$ cat src/sxe_pkg.sv
/*
 * Package for the skip/subtract/table/xor/extended-add execution block.
 * Assumes a single 25 MHz instruction clock and synchronous inputs.
 */
package sxe_pkg;

    localparam int DATA_W     = 8;
    localparam int ADDR_W     = 11;
    localparam int PROG_W     = 16;
    localparam int PADDR_W    = 13;
    localparam int TBH_W      = PADDR_W - DATA_W;

    localparam logic [DATA_W-1:0]  BYTE_ONES  = 8'hff;
    localparam logic [DATA_W-1:0]  BYTE_ZERO  = 8'h00;
    localparam logic [DATA_W-1:0]  BYTE_ONE   = 8'h01;
    localparam logic [TBH_W-1:0]   LAST_PAGE  = 5'h1f;
    localparam logic [5:0]         FLAGS_RST  = 6'h00;

    // Flag vector positions
    localparam int FLG_CZ = 5;
    localparam int FLG_SC = 4;
    localparam int FLG_OV = 3;
    localparam int FLG_Z  = 2;
    localparam int FLG_AC = 1;
    localparam int FLG_C  = 0;

    typedef enum logic [4:0] {
        OP_NOP             = 5'h00,
        OP_SET_MEM         = 5'h01,
        OP_SET_BIT         = 5'h02,
        OP_INC_SKIP_ZERO   = 5'h03,
        OP_INC_ACC_SKIP_Z  = 5'h04,
        OP_SKIP_BIT_NZ     = 5'h05,
        OP_SKIP_IF_NONZERO = 5'h06,
        OP_SKIP_IF_ZERO    = 5'h07,
        OP_COPY_SKIP_ZERO  = 5'h08,
        OP_SKIP_BIT_Z      = 5'h09,
        OP_SUB_MEM         = 5'h0a,
        OP_SUBTRACT_TO_MEM = 5'h0b,
        OP_SUB_IMM         = 5'h0c,
        OP_SWAP_MEM        = 5'h0d,
        OP_SWAP_TO_ACC     = 5'h0e,
        OP_TABLE_READ_PAGE = 5'h0f,
        OP_TABLE_READ_LAST = 5'h10,
        OP_INC_TABLE_PAGE  = 5'h11,
        OP_INC_TABLE_LAST  = 5'h12,
        OP_XOR_MEM         = 5'h13,
        OP_XOR_TO_MEM      = 5'h14,
        OP_XOR_IMM         = 5'h15,
        OP_EXT_ADD_CARRY   = 5'h16,
        OP_EXT_ADD_CARRY_M = 5'h17,
        OP_EXT_ADD         = 5'h18,
        OP_EXT_ADD_TO_MEM  = 5'h19
    } sxe_op_t;

    typedef enum logic [2:0] {
        ST_EXEC  = 3'b001,
        ST_TABLE = 3'b010,
        ST_SKIP  = 3'b100
    } sxe_state_t;

    typedef struct packed {
        logic              valid;
        sxe_op_t           op;
        logic [ADDR_W-1:0] addr;
        logic [2:0]        bit_sel;
        logic [DATA_W-1:0] imm;
    } sxe_instr_t;

    typedef struct packed {
        logic [DATA_W:0]   sum;
        logic              aux;
        logic              ovf;
    } sxe_alu_t;

endpackage

$ cat src/sxe_alu.sv
/*
 * Adder/subtractor with flag terms for the execution block.
 * Assumes operands are stable for the whole cycle.
 */
`timescale 1ns/1ps
module sxe_alu
    import sxe_pkg::*;
(
    // Operands
    input  wire logic [DATA_W-1:0] a_in,
    input  wire logic [DATA_W-1:0] b_in,
    input  wire logic              cin_in,
    input  wire logic              sub_in,
    // Result
    output sxe_alu_t               res_out
);

    logic [DATA_W-1:0] b_eff;
    logic [4:0]        low;

    // Subtract as a + ~b + 1, so carry out is the inverted borrow
    always_comb begin
        b_eff = sub_in ? ~b_in : b_in;
        low   = {1'b0, a_in[3:0]} + {1'b0, b_eff[3:0]} + {4'h0, cin_in};
        res_out.sum = {1'b0, a_in} + {1'b0, b_eff} + {{DATA_W{1'b0}}, cin_in};
        res_out.aux = low[4];
        res_out.ovf = (a_in[DATA_W-1] == b_eff[DATA_W-1]) &&
                      (res_out.sum[DATA_W-1] != a_in[DATA_W-1]);
    end

endmodule

$ cat src/sxe_tbl.sv
/*
 * Table address former for program-memory table reads.
 * Assumes the pointers are held by the caller.
 */
`timescale 1ns/1ps
module sxe_tbl
    import sxe_pkg::*;
(
    // Pointers
    input  wire logic [DATA_W-1:0]  ptr_low_in,
    input  wire logic [TBH_W-1:0]   ptr_high_in,
    input  wire logic               last_page_in,
    input  wire logic               pre_inc_in,
    // Results
    output logic [DATA_W-1:0]       ptr_low_next_out,
    output logic [PADDR_W-1:0]      addr_out
);

    always_comb begin
        ptr_low_next_out = pre_inc_in ? ptr_low_in + BYTE_ONE : ptr_low_in;
        addr_out = {last_page_in ? LAST_PAGE : ptr_high_in, ptr_low_next_out};
    end

endmodule

$ cat src/sxe_exec.sv
/*
 * Execution unit for set, skip, subtract, swap, table read, xor and
 * extended add instructions.
 * Assumes data memory reads are combinational (rd_data_in follows
 * mem_addr_out) and the program word is valid while prog_re_out is high.
 */
`timescale 1ns/1ps
module sxe_exec
    import sxe_pkg::*;
(
    // Clock and reset
    input  wire logic               sys_clk_in,
    input  wire logic               sys_rst_in,
    // Decoded instruction
    input  sxe_instr_t              instr_in,
    // Data memory
    input  wire logic [DATA_W-1:0]  rd_data_in,
    output logic [ADDR_W-1:0]       mem_addr_out,
    output logic                    mem_we_out,
    output logic [ADDR_W-1:0]       mem_waddr_out,
    output logic [DATA_W-1:0]       mem_wdata_out,
    // Program memory table port
    output logic                    prog_re_out,
    output logic [PADDR_W-1:0]      prog_addr_out,
    input  wire logic [PROG_W-1:0]  prog_data_in,
    // Pipeline control
    output logic                    busy_out,
    output logic                    skip_out,
    // Architectural state
    output logic [DATA_W-1:0]       acc_out,
    output logic [5:0]              flags_out,
    output logic [DATA_W-1:0]       table_pointer_low_out,
    output logic [TBH_W-1:0]        table_pointer_high_out,
    output logic [DATA_W-1:0]       table_high_latch_out,
    // Pointer load from the rest of the core
    input  wire logic               tbp_we_in,
    input  wire logic [DATA_W-1:0]  tbp_low_in,
    input  wire logic [TBH_W-1:0]   tbp_high_in
);

    typedef struct packed {
        sxe_state_t         state;
        logic [DATA_W-1:0]  acc;
        logic [5:0]         flags;
        logic [DATA_W-1:0]  tbl_lo;
        logic [TBH_W-1:0]   tbl_hi;
        logic [DATA_W-1:0]  tbl_latch;
        logic [ADDR_W-1:0]  tbl_dst;
        logic               we;
        logic [ADDR_W-1:0]  waddr;
        logic [DATA_W-1:0]  wdata;
        logic               prog_re;
        logic [PADDR_W-1:0] prog_addr;
        logic               skip;
        logic               busy;
    } sxe_regs_t;

    sxe_regs_t r_q;
    sxe_regs_t r_d;

    sxe_alu_t          alu_res;
    logic [DATA_W-1:0] alu_a;
    logic [DATA_W-1:0] alu_b;
    logic              alu_cin;
    logic              alu_sub;
    logic              tbl_last;
    logic              tbl_inc;
    logic [DATA_W-1:0] tbl_lo_next;
    logic [PADDR_W-1:0] tbl_addr;

    function automatic logic is_zero(input logic [DATA_W-1:0] v);
        return v == BYTE_ZERO;
    endfunction

    function automatic logic [DATA_W-1:0] swap_nib(input logic [DATA_W-1:0] v);
        return {v[3:0], v[7:4]};
    endfunction

    // Arithmetic flag update shared by subtract and add forms
    function automatic logic [5:0] arith_flags(input logic [5:0] f, input sxe_alu_t r,
                                                input logic with_cz);
        logic [5:0] n;
        n = f;
        n[FLG_C]  = r.sum[DATA_W];
        n[FLG_AC] = r.aux;
        n[FLG_OV] = r.ovf;
        n[FLG_Z]  = is_zero(r.sum[DATA_W-1:0]);
        n[FLG_SC] = r.ovf ^ r.sum[DATA_W-1];
        if (with_cz) begin
            n[FLG_CZ] = is_zero(r.sum[DATA_W-1:0]) & r.sum[DATA_W];
        end
        return n;
    endfunction

    sxe_alu u_alu (
        .a_in    (alu_a),
        .b_in    (alu_b),
        .cin_in  (alu_cin),
        .sub_in  (alu_sub),
        .res_out (alu_res)
    );

    sxe_tbl u_tbl (
        .ptr_low_in       (r_q.tbl_lo),
        .ptr_high_in      (r_q.tbl_hi),
        .last_page_in     (tbl_last),
        .pre_inc_in       (tbl_inc),
        .ptr_low_next_out (tbl_lo_next),
        .addr_out         (tbl_addr)
    );

    always_comb begin
        alu_a    = r_q.acc;
        alu_b    = (instr_in.op == OP_SUB_IMM) ? instr_in.imm : rd_data_in;
        alu_sub  = (instr_in.op == OP_SUB_MEM) || (instr_in.op == OP_SUBTRACT_TO_MEM) ||
                   (instr_in.op == OP_SUB_IMM);
        alu_cin  = alu_sub ? 1'b1 :
                   ((instr_in.op == OP_EXT_ADD_CARRY) || (instr_in.op == OP_EXT_ADD_CARRY_M)) ?
                   r_q.flags[FLG_C] : 1'b0;
        tbl_last = (instr_in.op == OP_TABLE_READ_LAST) || (instr_in.op == OP_INC_TABLE_LAST);
        tbl_inc  = (instr_in.op == OP_INC_TABLE_PAGE) || (instr_in.op == OP_INC_TABLE_LAST);
    end

    always_comb begin
        logic [DATA_W-1:0] inc_val;
        logic              bit_val;
        inc_val = rd_data_in + BYTE_ONE;
        bit_val = rd_data_in[instr_in.bit_sel];
        r_d = r_q;
        r_d.we      = 1'b0;
        r_d.prog_re = 1'b0;
        r_d.skip    = 1'b0;
        r_d.busy    = 1'b0;
        r_d.waddr   = instr_in.addr;
        if (tbp_we_in) begin
            r_d.tbl_lo = tbp_low_in;
            r_d.tbl_hi = tbp_high_in;
        end
        case (r_q.state)
            ST_EXEC: begin
                if (instr_in.valid) begin
                    case (instr_in.op)
                        OP_SET_MEM: begin
                            r_d.we    = 1'b1;
                            r_d.wdata = BYTE_ONES;
                        end
                        OP_SET_BIT: begin
                            r_d.we    = 1'b1;
                            r_d.wdata = rd_data_in | (BYTE_ONE << instr_in.bit_sel);
                        end
                        OP_INC_SKIP_ZERO: begin
                            r_d.we    = 1'b1;
                            r_d.wdata = inc_val;
                            r_d.skip  = is_zero(inc_val);
                        end
                        OP_INC_ACC_SKIP_Z: begin
                            r_d.acc  = inc_val;
                            r_d.skip = is_zero(inc_val);
                        end
                        OP_SKIP_BIT_NZ:     r_d.skip = bit_val;
                        OP_SKIP_BIT_Z:      r_d.skip = !bit_val;
                        OP_SKIP_IF_NONZERO: begin
                            r_d.we    = 1'b1;
                            r_d.wdata = rd_data_in;
                            r_d.skip  = !is_zero(rd_data_in);
                        end
                        OP_SKIP_IF_ZERO: begin
                            r_d.we    = 1'b1;
                            r_d.wdata = rd_data_in;
                            r_d.skip  = is_zero(rd_data_in);
                        end
                        OP_COPY_SKIP_ZERO: begin
                            r_d.acc  = rd_data_in;
                            r_d.skip = is_zero(rd_data_in);
                        end
                        OP_SUB_MEM, OP_SUB_IMM: begin
                            r_d.acc   = alu_res.sum[DATA_W-1:0];
                            r_d.flags = arith_flags(r_q.flags, alu_res, 1'b1);
                        end
                        OP_SUBTRACT_TO_MEM: begin
                            r_d.we    = 1'b1;
                            r_d.wdata = alu_res.sum[DATA_W-1:0];
                            r_d.flags = arith_flags(r_q.flags, alu_res, 1'b1);
                        end
                        OP_SWAP_MEM: begin
                            r_d.we    = 1'b1;
                            r_d.wdata = swap_nib(rd_data_in);
                        end
                        OP_SWAP_TO_ACC: r_d.acc = swap_nib(rd_data_in);
                        OP_TABLE_READ_PAGE, OP_TABLE_READ_LAST,
                        OP_INC_TABLE_PAGE, OP_INC_TABLE_LAST: begin
                            // For the increment forms the pointer moves before the address is formed
                            r_d.tbl_lo    = tbl_lo_next;
                            r_d.prog_re   = 1'b1;
                            r_d.prog_addr = tbl_addr;
                            r_d.tbl_dst   = instr_in.addr;
                            r_d.busy      = 1'b1;
                            r_d.state     = ST_TABLE;
                        end
                        OP_XOR_MEM, OP_XOR_IMM: begin
                            r_d.acc = r_q.acc ^ ((instr_in.op == OP_XOR_IMM) ? instr_in.imm : rd_data_in);
                            r_d.flags[FLG_Z] = is_zero(r_d.acc);
                        end
                        OP_XOR_TO_MEM: begin
                            r_d.we    = 1'b1;
                            r_d.wdata = r_q.acc ^ rd_data_in;
                            r_d.flags[FLG_Z] = is_zero(r_d.wdata);
                        end
                        OP_EXT_ADD_CARRY, OP_EXT_ADD: begin
                            r_d.acc   = alu_res.sum[DATA_W-1:0];
                            r_d.flags = arith_flags(r_q.flags, alu_res, 1'b0);
                        end
                        OP_EXT_ADD_CARRY_M, OP_EXT_ADD_TO_MEM: begin
                            r_d.we    = 1'b1;
                            r_d.wdata = alu_res.sum[DATA_W-1:0];
                            r_d.flags = arith_flags(r_q.flags, alu_res, 1'b0);
                        end
                        default: ;
                    endcase
                    if (r_d.skip) begin
                        r_d.state = ST_SKIP;
                        r_d.busy  = 1'b1;
                    end
                end
            end
            ST_TABLE: begin
                r_d.we        = 1'b1;
                r_d.waddr     = r_q.tbl_dst;
                r_d.wdata     = prog_data_in[DATA_W-1:0];
                r_d.tbl_latch = prog_data_in[PROG_W-1:DATA_W];
                r_d.state     = ST_EXEC;
            end
            ST_SKIP: begin
                // Discarded instruction: no write, acc or flag update in this cycle; a tbp_we_in pointer load still lands
                r_d.state = ST_EXEC;
            end
            default: r_d.state = ST_EXEC;
        endcase
    end

    always_ff @(posedge sys_clk_in) begin
        if (sys_rst_in) begin
            r_q.state     <= ST_EXEC;
            r_q.acc       <= BYTE_ZERO;
            r_q.flags     <= FLAGS_RST;
            r_q.tbl_lo    <= BYTE_ZERO;
            r_q.tbl_hi    <= '0;
            r_q.tbl_latch <= BYTE_ZERO;
            r_q.tbl_dst   <= '0;
            r_q.we        <= 1'b0;
            r_q.waddr     <= '0;
            r_q.wdata     <= BYTE_ZERO;
            r_q.prog_re   <= 1'b0;
            r_q.prog_addr <= '0;
            r_q.skip      <= 1'b0;
            r_q.busy      <= 1'b0;
        end else begin
            r_q <= r_d;
        end
    end

    assign mem_addr_out           = instr_in.addr;
    assign mem_we_out             = r_q.we;
    assign mem_waddr_out          = r_q.waddr;
    assign mem_wdata_out          = r_q.wdata;
    assign prog_re_out            = r_q.prog_re;
    assign prog_addr_out          = r_q.prog_addr;
    assign busy_out               = r_q.busy;
    assign skip_out               = r_q.skip;
    assign acc_out                = r_q.acc;
    assign flags_out              = r_q.flags;
    assign table_pointer_low_out  = r_q.tbl_lo;
    assign table_pointer_high_out = r_q.tbl_hi;
    assign table_high_latch_out   = r_q.tbl_latch;

    a_skip_squash: assert property (@(posedge sys_clk_in) disable iff (sys_rst_in)
        r_q.skip |-> r_q.state == ST_SKIP ##1 (!r_q.we && $stable(r_q.acc) && $stable(r_q.flags)))
        else $error("skipped slot changed state");
    a_skip_two_cyc: assert property (@(posedge sys_clk_in) disable iff (sys_rst_in)
        r_q.skip |-> r_q.busy ##1 r_q.state == ST_EXEC)
        else $error("skip not two cycles");
    a_set_all_ones: assert property (@(posedge sys_clk_in) disable iff (sys_rst_in)
        (r_q.state == ST_EXEC && instr_in.valid && instr_in.op == OP_SET_MEM) |=>
        (r_q.we && r_q.wdata == BYTE_ONES && $stable(r_q.flags)))
        else $error("set memory wrong");
    a_inc_skip: assert property (@(posedge sys_clk_in) disable iff (sys_rst_in)
        (r_q.state == ST_EXEC && instr_in.valid && instr_in.op == OP_INC_SKIP_ZERO) |=>
        (r_q.skip == (r_q.wdata == BYTE_ZERO)))
        else $error("increment skip mismatch");
    a_sub_carry: assert property (@(posedge sys_clk_in) disable iff (sys_rst_in)
        (r_q.state == ST_EXEC && instr_in.valid && instr_in.op == OP_SUB_MEM) |=>
        (r_q.flags[FLG_C] == ($past(r_q.acc) >= $past(rd_data_in))))
        else $error("subtract borrow wrong");
    a_sub_result: assert property (@(posedge sys_clk_in) disable iff (sys_rst_in)
        (r_q.state == ST_EXEC && instr_in.valid && instr_in.op == OP_SUB_IMM) |=>
        (r_q.acc == DATA_W'($past(r_q.acc) - $past(instr_in.imm))))
        else $error("immediate subtract wrong");
    a_swap_acc: assert property (@(posedge sys_clk_in) disable iff (sys_rst_in)
        (r_q.state == ST_EXEC && instr_in.valid && instr_in.op == OP_SWAP_TO_ACC) |=>
        (r_q.acc == {$past(rd_data_in[3:0]), $past(rd_data_in[7:4])} && !r_q.we))
        else $error("swap to acc wrong");
    a_table_latch: assert property (@(posedge sys_clk_in) disable iff (sys_rst_in)
        r_q.state == ST_TABLE |=> (r_q.we && r_q.tbl_latch == $past(prog_data_in[PROG_W-1:DATA_W])))
        else $error("table high latch wrong");
    a_last_page: assert property (@(posedge sys_clk_in) disable iff (sys_rst_in)
        (r_q.state == ST_EXEC && instr_in.valid && instr_in.op == OP_TABLE_READ_LAST) |=>
        (r_q.prog_addr[PADDR_W-1:DATA_W] == LAST_PAGE))
        else $error("last page address wrong");
    a_xor_zero: assert property (@(posedge sys_clk_in) disable iff (sys_rst_in)
        (r_q.state == ST_EXEC && instr_in.valid && instr_in.op == OP_XOR_MEM) |=>
        (r_q.flags[FLG_Z] == (r_q.acc == BYTE_ZERO) && r_q.flags[FLG_C] == $past(r_q.flags[FLG_C])))
        else $error("xor flag wrong");

endmodule

$ cat config.mk
export PLATFORM = sky130hd
export DESIGN_NAME = sxe_exec
export DESIGN_NICKNAME = d
export VERILOG_FILES = /design/src/sxe_pkg.sv /design/src/sxe_alu.sv /design/src/sxe_tbl.sv /design/src/sxe_exec.sv
export SDC_FILE = /design/constraint.sdc
export NUM_CORES = 1
export LEC_CHECK = 0
export ABC_CLOCK_PERIOD_IN_PS = 5200
export BUFFER_PORTS_ARGS = -buffer_cell sky130_fd_sc_hd__buf_2
export CORE_MARGIN = 2
export CORE_UTILIZATION = 55
export CTS_CLUSTER_SIZE = 25
export DETAILED_ROUTE_END_ITERATION = 8
export PLACE_DENSITY = 0.82
export SLEW_MARGIN = 10
export SYNTH_ARGS = -nofsm -noshare
export SYNTH_HDL_FRONTEND = slang
export SYNTH_SLANG_ARGS = --single-unit
export TNS_END_PERCENT = 20
$ cat constraint.sdc
create_clock -name sys_clk_in -period 5.2 [get_ports sys_clk_in]
set_input_delay 0.52 -clock sys_clk_in [delete_from_list [all_inputs] [get_ports sys_clk_in]]
set_output_delay 0.52 -clock sys_clk_in [all_outputs]
set_load 0.01 [all_outputs]
==> flow_metrics.tcl, run 1 <==
set metrics [dict create \
    cts_resized 0 \
    grt_overflow_total 0 \
    first_global_vias 5239 \
    synthToLayoutAreaGrowth_pct 7.53 \
    pwr_density_cell_nw_per_um2 266 \
    grt_max_degree 49 \
    p_switching_w 0.000544 \
    path_common_cell "fa_1" \
    dieHeight_um 111 \
    totalWireLength_mm 16.7 \
    start_util_pct 55.7 \
    start_kind "input port" \
    relSlewSlack_pct 48.2 \
    drc 0 \
    drive_gt1_share_pct 24.2 \
    dieWidth_um 111 \
    synth-simple-area-share_pct 23.3 \
    ys_async_sr_fraction_pct 0 \
    fin_hold_ws_ps 398 \
    ff2ff_setup_slack_ps 1870 \
    period_minus_slack_ps 4310 \
    globalplace.congestion 0.977 \
    grtUsageTotal_pct 26.5 \
    p_comb_share_pct 21.5 \
    synth_nets 870 \
    muxShareOfSynthArea_pct 4.33 \
    synth_area_per_cell_um2 7.98 \
    dr.pass1.iters 6 \
    swShare_pct 30.2 \
    worstSetupPathType "in -> reg" \
    clkLatencyLatePin_ps 350 \
    syn-instance-count 790 \
    r2r_end "flags_out[5]" \
    tns_ps 0 \
    crit_family "compound AO/OA/AOI/OAI gates" \
    vias_per_cell 6.08 \
    syn_area_um2 6300 \
    cts_tree "yes" \
    row_count 39 \
    finalSetupViolCount 0 \
    fmax_ghz 0.232 \
    holdPathStages 3 \
    cp.arrival_ps 4560 \
    ys_ff_latch 85 \
    htree_levels 3 \
    ys_seq_area_share_pct 27.0 \
    io_pins 150 \
    hold_violations 0 \
    cp_num_buf_inv 2 \
    antennaDiodeCount 0 \
    synth_compound_area_share_pct 22.4 \
    cp_max_fo 25 \
    final_nets 903 \
    numCtsBuffers 9 \
    drt_iter0_markers 693 \
    core_area_um2 11300 \
    clk_pin_slew_worst_paths_ps 60 \
    synth_fa_ha_area_share_pct 2.62 \
    grt_first_pass_wirelength_mm 26.7 \
    clkPwrFrac_pct 39.6 \
    hold_end "table_high_latch_out[6]" \
    post_cts_buffers 0 \
    ys_types 83 \
    yosys_warnings 0 \
    seqPwrFrac_pct 38.9 \
    hold_path_startpoint "prog_data_in[14]" \
    cellLeakagePower_nw 2.83 \
    synthFlopType "dfxtp_1" \
    skew_ps 2.61 \
    die_area_um2 12300 \
    ctsHoldBuffers 0 \
    fin_crit_sh_pct 82.9 \
    path_cells "buf_2, nor2b_1, nand3_1, buf_4, mux2i_1, xor2_1, fa_1, fa_1, a211oi_1, o21bai_1, a2111o_1, a2111oi_2, nand2_1, o41ai_1" \
    antenna_found_initial 0 \
    tightest_slew_ps 776 \
    synth_top_family_by_area "simple AND/OR/NAND/NOR gates" \
    synth_edf_count 0 \
    vias 5899 \
    slowest_delay_ps 510 \
    crit_slowest_cell "fa_1" \
    postLayoutCellArea_um2 6780 \
    maxCapViolCount 0 \
    reg2reg_from "acc_out[0]" \
    synth_xor_area_share_pct 6.12 \
    peakVddDrop_mv 0.211 \
    placed_cell_area_um2 6440 \
    ant_nets 0 \
    port_buffers 149 \
    rr_worst_depth 8 \
    status "completed" \
    hpwlAfterDp_mm 12.1 \
    cts_buffer_depth 2 \
    internal_power_w 0.00126 \
    wl_per_cell_um 17.2 \
    slew_viol_final 0 \
    rsz0062_at_grt "false" \
    cts_root_buf "clkbuf_16" \
    cts.sinks 85 \
    cp.required_ps 5450 \
    hold_class "in -> reg" \
    cp-end-kind "register" \
]
## worst max-delay path by stage
stage	slack, ps	from	cells after the start	end
CTS	910	instr_in[25]	14	flags_out[5]
finish	890	instr_in[25]	14	flags_out[5]
global route	550	instr_in[25]	14	flags_out[5]
floorplan	940	instr_in[22]	14	flags_out[5]
global placement	760	instr_in[25]	14	flags_out[5]
detailed placement	670	instr_in[25]	14	flags_out[5]
## Yosys cell counts (6+ instances only)
cell | n | area share, %
clkbuf_1 | 36 | 2.1
xor2_1 | 24 | 3.3
nand3b_1 | 6 | 0.71
buf_4 | 80 | 9.5
dfxtp_1 | 85 | 27
a22oi_1 | 6 | 0.71
a311oi_1 | 6 | 0.83
nor2_1 | 53 | 3.2
a221oi_1 | 12 | 1.7
inv_1 | 11 | 0.66
nor4_1 | 6 | 0.60
o21ai_0 | 11 | 0.87
buf_2 | 13 | 1.0
a211oi_1 | 17 | 2.0
o22ai_1 | 7 | 0.69
and3_1 | 7 | 0.69
nor3_1 | 20 | 1.6
nand2_1 | 101 | 6.0
nor2b_1 | 22 | 2.2
ha_1 | 10 | 2.0
a31oi_1 | 7 | 0.69
nand3_1 | 10 | 0.79
mux2i_1 | 25 | 4.0
nand2b_1 | 11 | 1.1
xnor2_1 | 20 | 2.8
nor3b_1 | 6 | 0.71
a21oi_1 | 52 | 4.1
o21ai_1 | 9 | 0.71
## worst reg2reg max path: cells and delay by family (launching register included)
family / cells / cell delay, ps
AOI/OAI and AO/OA: 5 / 1640
adders and majority gates: 2 / 1040
DFF: 1 / 420
and+or+nand+nor: 1 / 120
## flip-flops by register name, indices dropped and copies added (netlist names)
name / count
r_q: 14
prog_addr_out: 13
mem_waddr_out: 11
acc_out: 8
mem_wdata_out: 8
table_high_latch_out: 8
table_pointer_low_out: 8
flags_out: 6
table_pointer_high_out: 5
busy_out: 1
mem_we_out: 1
prog_re_out: 1
skip_out: 1
## layout by cell type (no fill, tap or decap), drive strengths merged, types with 15 or more instances in the layout
cell,synthesis,routed
nor2,53,53
xnor2,20,20
mux2i,25,25
inv,12,15
a21oi,52,52
xor2,24,24
buf,99,158
nor2b,22,22
o21ai,21,21
a211oi,18,18
nor3,23,23
nand2,101,101
dfxtp,85,85
## through the flow
step	std cells	setup WS, ps	power, W	utilization [%]
after detailed placement	955	674	0.00110	56.9
after global placement	955	758	0.00109	56.9
after CTS	971	913	0.00181	59.8
after global routing	971	552	0.00188	59.8
after floorplan	790	944	0.00101	-
final	971	887	0.00181	59.8
## area by class of cell
| cell class | instances | area [um2] |
|---|---|---|
| clock inverters | 7 | 105 |
| inverters | 12 | 45.0 |
| repair buffers | 158 | 813 |
| multi-input cells | 557 | 3710 |
| flip-flops and latches | 85 | 1700 |
| fillers | 1035 | 4550 |
| clock buffers | 9 | 225 |
| well taps | 143 | 179 |
## kinds of logic after synthesis
kind of cell	count (synthesis)
xor+xnor	44
fa+ha+maj	12
compound gates	195
simple gates	280
buf+inv	148
mux	26
flops	85
## power groups by stage
stage | Combinational [W] | Clock, W | Sequential (W)
finish | 0.000388 | 0.000715 | 0.000703
CTS | 0.000382 | 0.000726 | 0.000702
global route | 0.000421 | 0.000752 | 0.000706
detailed placement | 0.000380 | 0 | 0.000717
global placement | 0.000375 | 0 | 0.000716
floorplan | 0.000301 | 0 | 0.000710
## per-layer routing
layer	global-route usage, %	vias to the layer above	part of all wire (%)	wire, um
met3	4.54	44	8.7	1450
met1	35.6	2712	42	7040
met5	0	-	0	0
met4	10.6	0	2.9	478
met2	42.5	316	46	7720
li1	-	2827	-	-
No activity file was read; power rests on OpenSTA's default activity.
==> inputs of run 2 (changes only) <==
--- a/config.mk
+++ b/config.mk
@@ -5,7 +5,8 @@
 export SDC_FILE = /design/constraint.sdc
 export NUM_CORES = 1
 export LEC_CHECK = 0
-export ABC_CLOCK_PERIOD_IN_PS = 5200
+export ABC_AREA = 1
+export ABC_CLOCK_PERIOD_IN_PS = 4000
 export BUFFER_PORTS_ARGS = -buffer_cell sky130_fd_sc_hd__buf_2
 export CORE_MARGIN = 2
 export CORE_UTILIZATION = 55
==> constraint.sdc (replaced) <==
create_clock -name sys_clk_in -period 4 [get_ports sys_clk_in]
set_input_delay 0.4 -clock sys_clk_in [delete_from_list [all_inputs] [get_ports sys_clk_in]]
set_output_delay 0.4 -clock sys_clk_in [all_outputs]
set_load 0.01 [all_outputs]
==> flow_metrics.tcl, run 2 <==
set metrics [dict create \
    peakVddDrop_mv 0.222 \
    syn_area_um2 6170 \
    start_kind "input port" \
    totalWireLength_mm 17.4 \
    pre_cts_ws_ps 764 \
    yosysTopAreaCellShare_pct 27.6 \
    hold_path_startpoint "prog_data_in[11]" \
    cts_resized 0 \
    grt_max_degree 48 \
    grtUsageTotal_pct 29.3 \
    antenna_found_initial 0 \
    slew_viol_final 0 \
    globalplace.congestion 0.993 \
    r2r_end "flags_out[2]" \
    ys_seq_area_share_pct 27.6 \
    postLayoutCellArea_um2 6600 \
    tns_ps 0 \
    numCtsBuffers 9 \
    drt_iter0_markers 740 \
    cts_buffer_depth 2 \
    crit_start "instr_in[24]" \
    grt_overflow_total 0 \
    path_cells "buf_2, nand2_1, nor2_4, nand2_4, nand2_1, o21ai_0, xor2_1, fa_1, fa_1, nand3_1, nand3_1, xor2_1, nor2_1, nand3_1, nand3_1, nand2_1, inv_1" \
    layout_commonest_cell "nand2_1" \
    post_cts_buffers 0 \
    antennaDiodeCount 0 \
    ys_types 38 \
    largest_reg_flops 14 \
    cts_tree "yes" \
    crit_family "simple AND/OR/NAND/NOR gates" \
    ctsHoldBuffers 0 \
    hold_class "in -> reg" \
    placed_cell_area_um2 6390 \
    dieHeight_um 110 \
    dr.pass1.iters 7 \
    finalSetupViolCount 0 \
    hold_end "table_high_latch_out[3]" \
    die_area_um2 12100 \
    yosys.area.top_type "dfxtp_1" \
    cp-end-kind "register" \
    drive_gt1_share_pct 19.4 \
    ant_nets 0 \
    synth_edf_count 0 \
    relSlewSlack_pct 50.8 \
    largest_register "r_q" \
    ff2ff_setup_slack_ps 1550 \
    synth_area_per_cell_um2 6.20 \
    start_util_pct 56.6 \
    cts.sinks 85 \
    ys_ff_latch 85 \
    cts_root_buf "clkbuf_8" \
    layout_common_cells "nand2_1, nor2_1, buf_2" \
    period_minus_slack_ps 2890 \
    yosys-top-cells-count "nand2_1, nor2_1, dfxtp_1, inv_1, buf_4" \
    cellLeakagePower_nw 3.54 \
    reg2reg_from "acc_out[0]" \
    final_nets 1128 \
    ys_async_sr_fraction_pct 0 \
    status "completed" \
    rsz0062_at_grt "false" \
    post-synth-top-count-cell "nand2_1" \
    wl_per_cell_um 14.6 \
    fillers 1118 \
    htree_levels 3 \
    core_area_um2 10900 \
    vias 6442 \
    first_global_vias 5650 \
    worstSetupPathType "in -> reg" \
    fin_crit_sh_pct 72.2 \
    cp_max_fo 18 \
    fmax_ghz 0.346 \
    clk_pin_slew_worst_paths_ps 110 \
    cp.arrival_ps 3180 \
    syn-instance-count 995 \
    hpwlAfterDp_mm 13.0 \
    vias_per_cell 5.40 \
    holdPathStages 3 \
    hold_violations 0 \
    clkLatencyLatePin_ps 380 \
    synthToLayoutAreaGrowth_pct 7.08 \
    fin_ws_ps 1110 \
    slowest_delay_ps 440 \
    rr_worst_depth 10 \
    tightest_slew_ps 734 \
    path_common_cell "nand3_1" \
    io_pins 150 \
    pwr_density_cell_nw_per_um2 319 \
    port_buffers 149 \
    fin_hold_ws_ps 236 \
    grt_first_pass_wirelength_mm 27.6 \
    maxCapViolCount 0 \
    seqCellArea_um2 1700 \
    synthFlopType "dfxtp_1" \
    synth_nets 1075 \
    dieWidth_um 110 \
    drc 0 \
    skew_ps 21.0 \
    synth_top_cells_by_area "dfxtp_1, nand2_1, buf_4, nor2_1, o21ai_0" \
    cp.required_ps 4300 \
    multi_input_area_um2 3370 \
    cp_num_buf_inv 2 \
    yosys_warnings 0 \
    crit_slowest_cell "fa_1" \
    row_count 38 \
]
## run 2: cell count changes after synthesis, moves of 14 or more
cell	before	now
clkbuf_1	36	21
nor2b_1	22	0
nor3_1	20	6
nor2_1	53	160
mux2i_1	25	0
o21ai_0	11	79
inv_1	11	83
nand3_1	10	67
a211oi_1	17	1
nand2_1	101	218
xnor2_1	20	3
## run 2: report_power, final
group	internal, W	leakage, nW	switching [W]	total [W]
sequential	0.000890	0.695	0.0000362	0.000926
clock	0.000303	0.104	0.000370	0.000673
combinational	0.000177	2.74	0.000332	0.000509
total	0.00137	3.54	0.000738	0.00211
## run 2: layer usage
layer,share of wire (%),GRT usage (%),routed length (um)
met1,44,39.8,7600
met2,44,45.7,7730
met3,9.1,4.68,1600
met4,3.0,12.7,522
met5,0,0,0
## run 2: area by class of cell
| class | instances | share of cell area (%) |
|---|---|---|
| well taps | 140 | 2.65 |
| repair buffers | 153 | 11.7 |
| clock buffers | 9 | 1.88 |
| inverters | 98 | 5.57 |
| flip-flops and latches | 85 | 25.8 |
| multi-input cells | 701 | 51.1 |
| clock inverters | 7 | 1.31 |
## run 2: through the flow
step | std cells | total power, W | util (%)
3_3_place_gp | 1177 | 0.00144 | 58.7
3_5_place_dp | 1177 | 0.00144 | 58.7
4_1_cts | 1193 | 0.00211 | 60.7
2_1_floorplan | 995 | 0.00133 | -
6_report | 1193 | 0.00211 | 60.7
5_1_grt | 1193 | 0.00222 | 60.7
## run 2: cells by family (layout without fill, tap and decap cells)
logic type      Yosys count  in the layout  share of synthesized area, %
xor+xnor                 22             22                          3.12
buf+inv                 209            267                          17.8
fa+ha+maj                12             12                          2.68
compound gates          174            174                          14.8
flops                    85             85                          27.6
simple gates            493            493                          34.0
## run 2: worst max-delay path by stage
stage                    to  slack (ps)  depth (start not counted)
4_1_cts        flags_out[2]        1170                         16
3_3_place_gp   flags_out[2]         790                         17
3_5_place_dp   flags_out[2]         760                         17
6_report       flags_out[2]        1110                         17
2_1_floorplan    acc_out[4]         980                         15
5_1_grt        flags_out[2]         840                         17
## run 2: tightest hold or removal path: stages
cell and delay (ps):
buf_2 70, nor2_1 30, nor2_1 80
==> inputs of run 3 (changes only) <==
--- a/config.mk
+++ b/config.mk
@@ -6,7 +6,7 @@
 export NUM_CORES = 1
 export LEC_CHECK = 0
 export ABC_AREA = 1
-export ABC_CLOCK_PERIOD_IN_PS = 4000
+export ABC_CLOCK_PERIOD_IN_PS = 2740
 export BUFFER_PORTS_ARGS = -buffer_cell sky130_fd_sc_hd__buf_2
 export CORE_MARGIN = 2
 export CORE_UTILIZATION = 55
==> constraint.sdc (replaced) <==
create_clock -name sys_clk_in -period 2.74 [get_ports sys_clk_in]
set_input_delay 0.274 -clock sys_clk_in [delete_from_list [all_inputs] [get_ports sys_clk_in]]
set_output_delay 0.274 -clock sys_clk_in [all_outputs]
set_load 0.01 [all_outputs]
==> flow_metrics.tcl, run 3 (synthesis results as in run 2) <==
set metrics [dict create \
    status "completed" \
    instances_no_fill 1221 \
    seqCellArea_um2 1700 \
    fmax_ghz 0.399 \
    cts_buffer_depth 2 \
    htree_levels 3 \
    hpwlAfterDp_mm 13.1 \
    vias_per_cell 5.31 \
    maxCapViolCount 0 \
    antenna_found_initial 0 \
    report.power.total_w 0.00317 \
    clkPwrFrac_pct 33.0 \
    postLayoutCellArea_um2 6840 \
    grtUsageTotal_pct 28.8 \
    finalSetupViolCount 0 \
    fin_hold_ws_ps 133 \
    rsz0062_at_grt "false" \
    internal_power_w 0.00211 \
    clk_pin_slew_worst_paths_ps 100 \
    dr.pass1.iters 6 \
    top_usage_layer "met2" \
    placed_cell_area_um2 6610 \
    die_area_um2 12100 \
    drt_iter0_markers 725 \
    cp.required_ps 3040 \
    grt_max_degree 34 \
    worstSetupPathType "in -> reg" \
    use_met3_pct 5.22 \
    largest_register "r_q" \
    synthToLayoutAreaGrowth_pct 10.8 \
    port_buffers 149 \
    hold_violations 0 \
    grt_overflow_total 0 \
    largest_reg_flops 14 \
    postLayoutCoreUtil_pct 62.8 \
    fin_crit_sh_pct 91.4 \
    rr_worst_depth 11 \
    cts_root_buf "clkbuf_8" \
    cellLeakagePower_nw 3.68 \
    drive_gt1_share_pct 21.6 \
    dieWidth_um 110 \
    grt_first_pass_wirelength_mm 27.5 \
    cp_max_fo 13 \
    skew_ps 15.9 \
    layout_commonest_cell "nand2_1" \
    globalplace.congestion 0.951 \
    use_met1_pct 39.3 \
    swShare_pct 33.3 \
    multi_input_area_um2 3380 \
    ctsHoldBuffers 0 \
    hold_class "in -> reg" \
    fillers 1080 \
    ant_nets 0 \
    tightest_slew_ps 646 \
    slew_viol_final 0 \
    p_comb_share_pct 24.5 \
    clkLatencyLatePin_ps 360 \
    totalWireLength_mm 17.2 \
    wl_per_cell_um 14.0 \
    final_nets 1156 \
    cts_tree "yes" \
    start_kind "input port" \
    drc 0 \
    cts_resized 0 \
    pwr_density_cell_nw_per_um2 463 \
    dieHeight_um 110 \
    cp.arrival_ps 2810 \
    numCtsBuffers 9 \
    row_count 38 \
    seqPwrFrac_pct 42.5 \
    cp-end-kind "register" \
    relSlewSlack_pct 57.0 \
    antennaDiodeCount 0 \
    placedCellCount 1205 \
    cts.sinks 85 \
    grtUsageMet2_pct 45.2 \
    first_global_vias 5743 \
    vias 6478 \
    io_pins 150 \
    start_util_pct 56.6 \
    period_minus_slack_ps 2510 \
    p_switching_w 0.00105 \
    post_cts_buffers 0 \
    holdPathStages 3 \
    core_area_um2 10900 \
    peakVddDrop_mv 0.384 \
    layout_common_cells "nand2_1, nor2_1, buf_2" \
]
## run 3: changes by cell type in the layout (fill, tap and decap cells not counted), sizes merged
cell / previous run / this run
buf: 153 / 181
bufinv: 1 / 2
clkinv: 4 / 5
clkinvlp: 1 / 0
inv: 99 / 98
## run 3: path summary, 6_finish.rpt
kind                     from                      end  slack (ps)
min reg2reg  prog_addr_out[7]         prog_addr_out[7]         470
max reg2reg      flags_out[0]         mem_wdata_out[4]         370
min           prog_data_in[8]  table_high_latch_out[0]         130
max              instr_in[24]         mem_wdata_out[4]         230
## run 3: worst max-delay path: stages
cell and delay, ps:
buf_2 110, nand2_1 80, nor2_4 110, nand2_4 120, nand2_1 70, o21ai_1 70, xor2_1 160, fa_1 460
fa_2 380, nand3_1 90, nand3_1 110, xor2_1 340, nand2_1 110, nand3_1 110, o21ai_0 70, a21oi_1 140
## run 3: area by class of cell
cell class              count  share of cell area (%)
clock buffers               9                    1.81
repair buffers            181                    14.4
clock inverters             7                    1.54
multi-input cells         701                    49.4
flip-flops and latches     85                    24.9
well taps                 140                    2.56
inverters                  98                    5.38
## run 3: power by group through the flow
stage / Clock [W] / Sequential (W) / Combinational, W
global placement: 0 / 0.00137 / 0.000752
floorplan: 0 / 0.00136 / 0.000572
finish: 0.00105 / 0.00135 / 0.000775
detailed placement: 0 / 0.00137 / 0.000759
CTS: 0.00106 / 0.00134 / 0.000763
global route: 0.00111 / 0.00135 / 0.000872
## run 3: metal layers
layer / part of all wire, % / up-vias
met2: 44 / 340
met4: 2.7 / 0
met3: 9.7 / 44
li1: - / 3281
met1: 44 / 2813
met5: 0 / -
## run 3: through the flow
| step | setup slack (ps) | setup TNS, ps |
|---|---|---|
| floorplan | 7.02 | 0 |
| global placement | -68.1 | -111 |
| detailed placement | -111 | -259 |
| CTS | 265 | 0 |
| global route | 48.2 | 0 |
| finish | 235 | 0 |
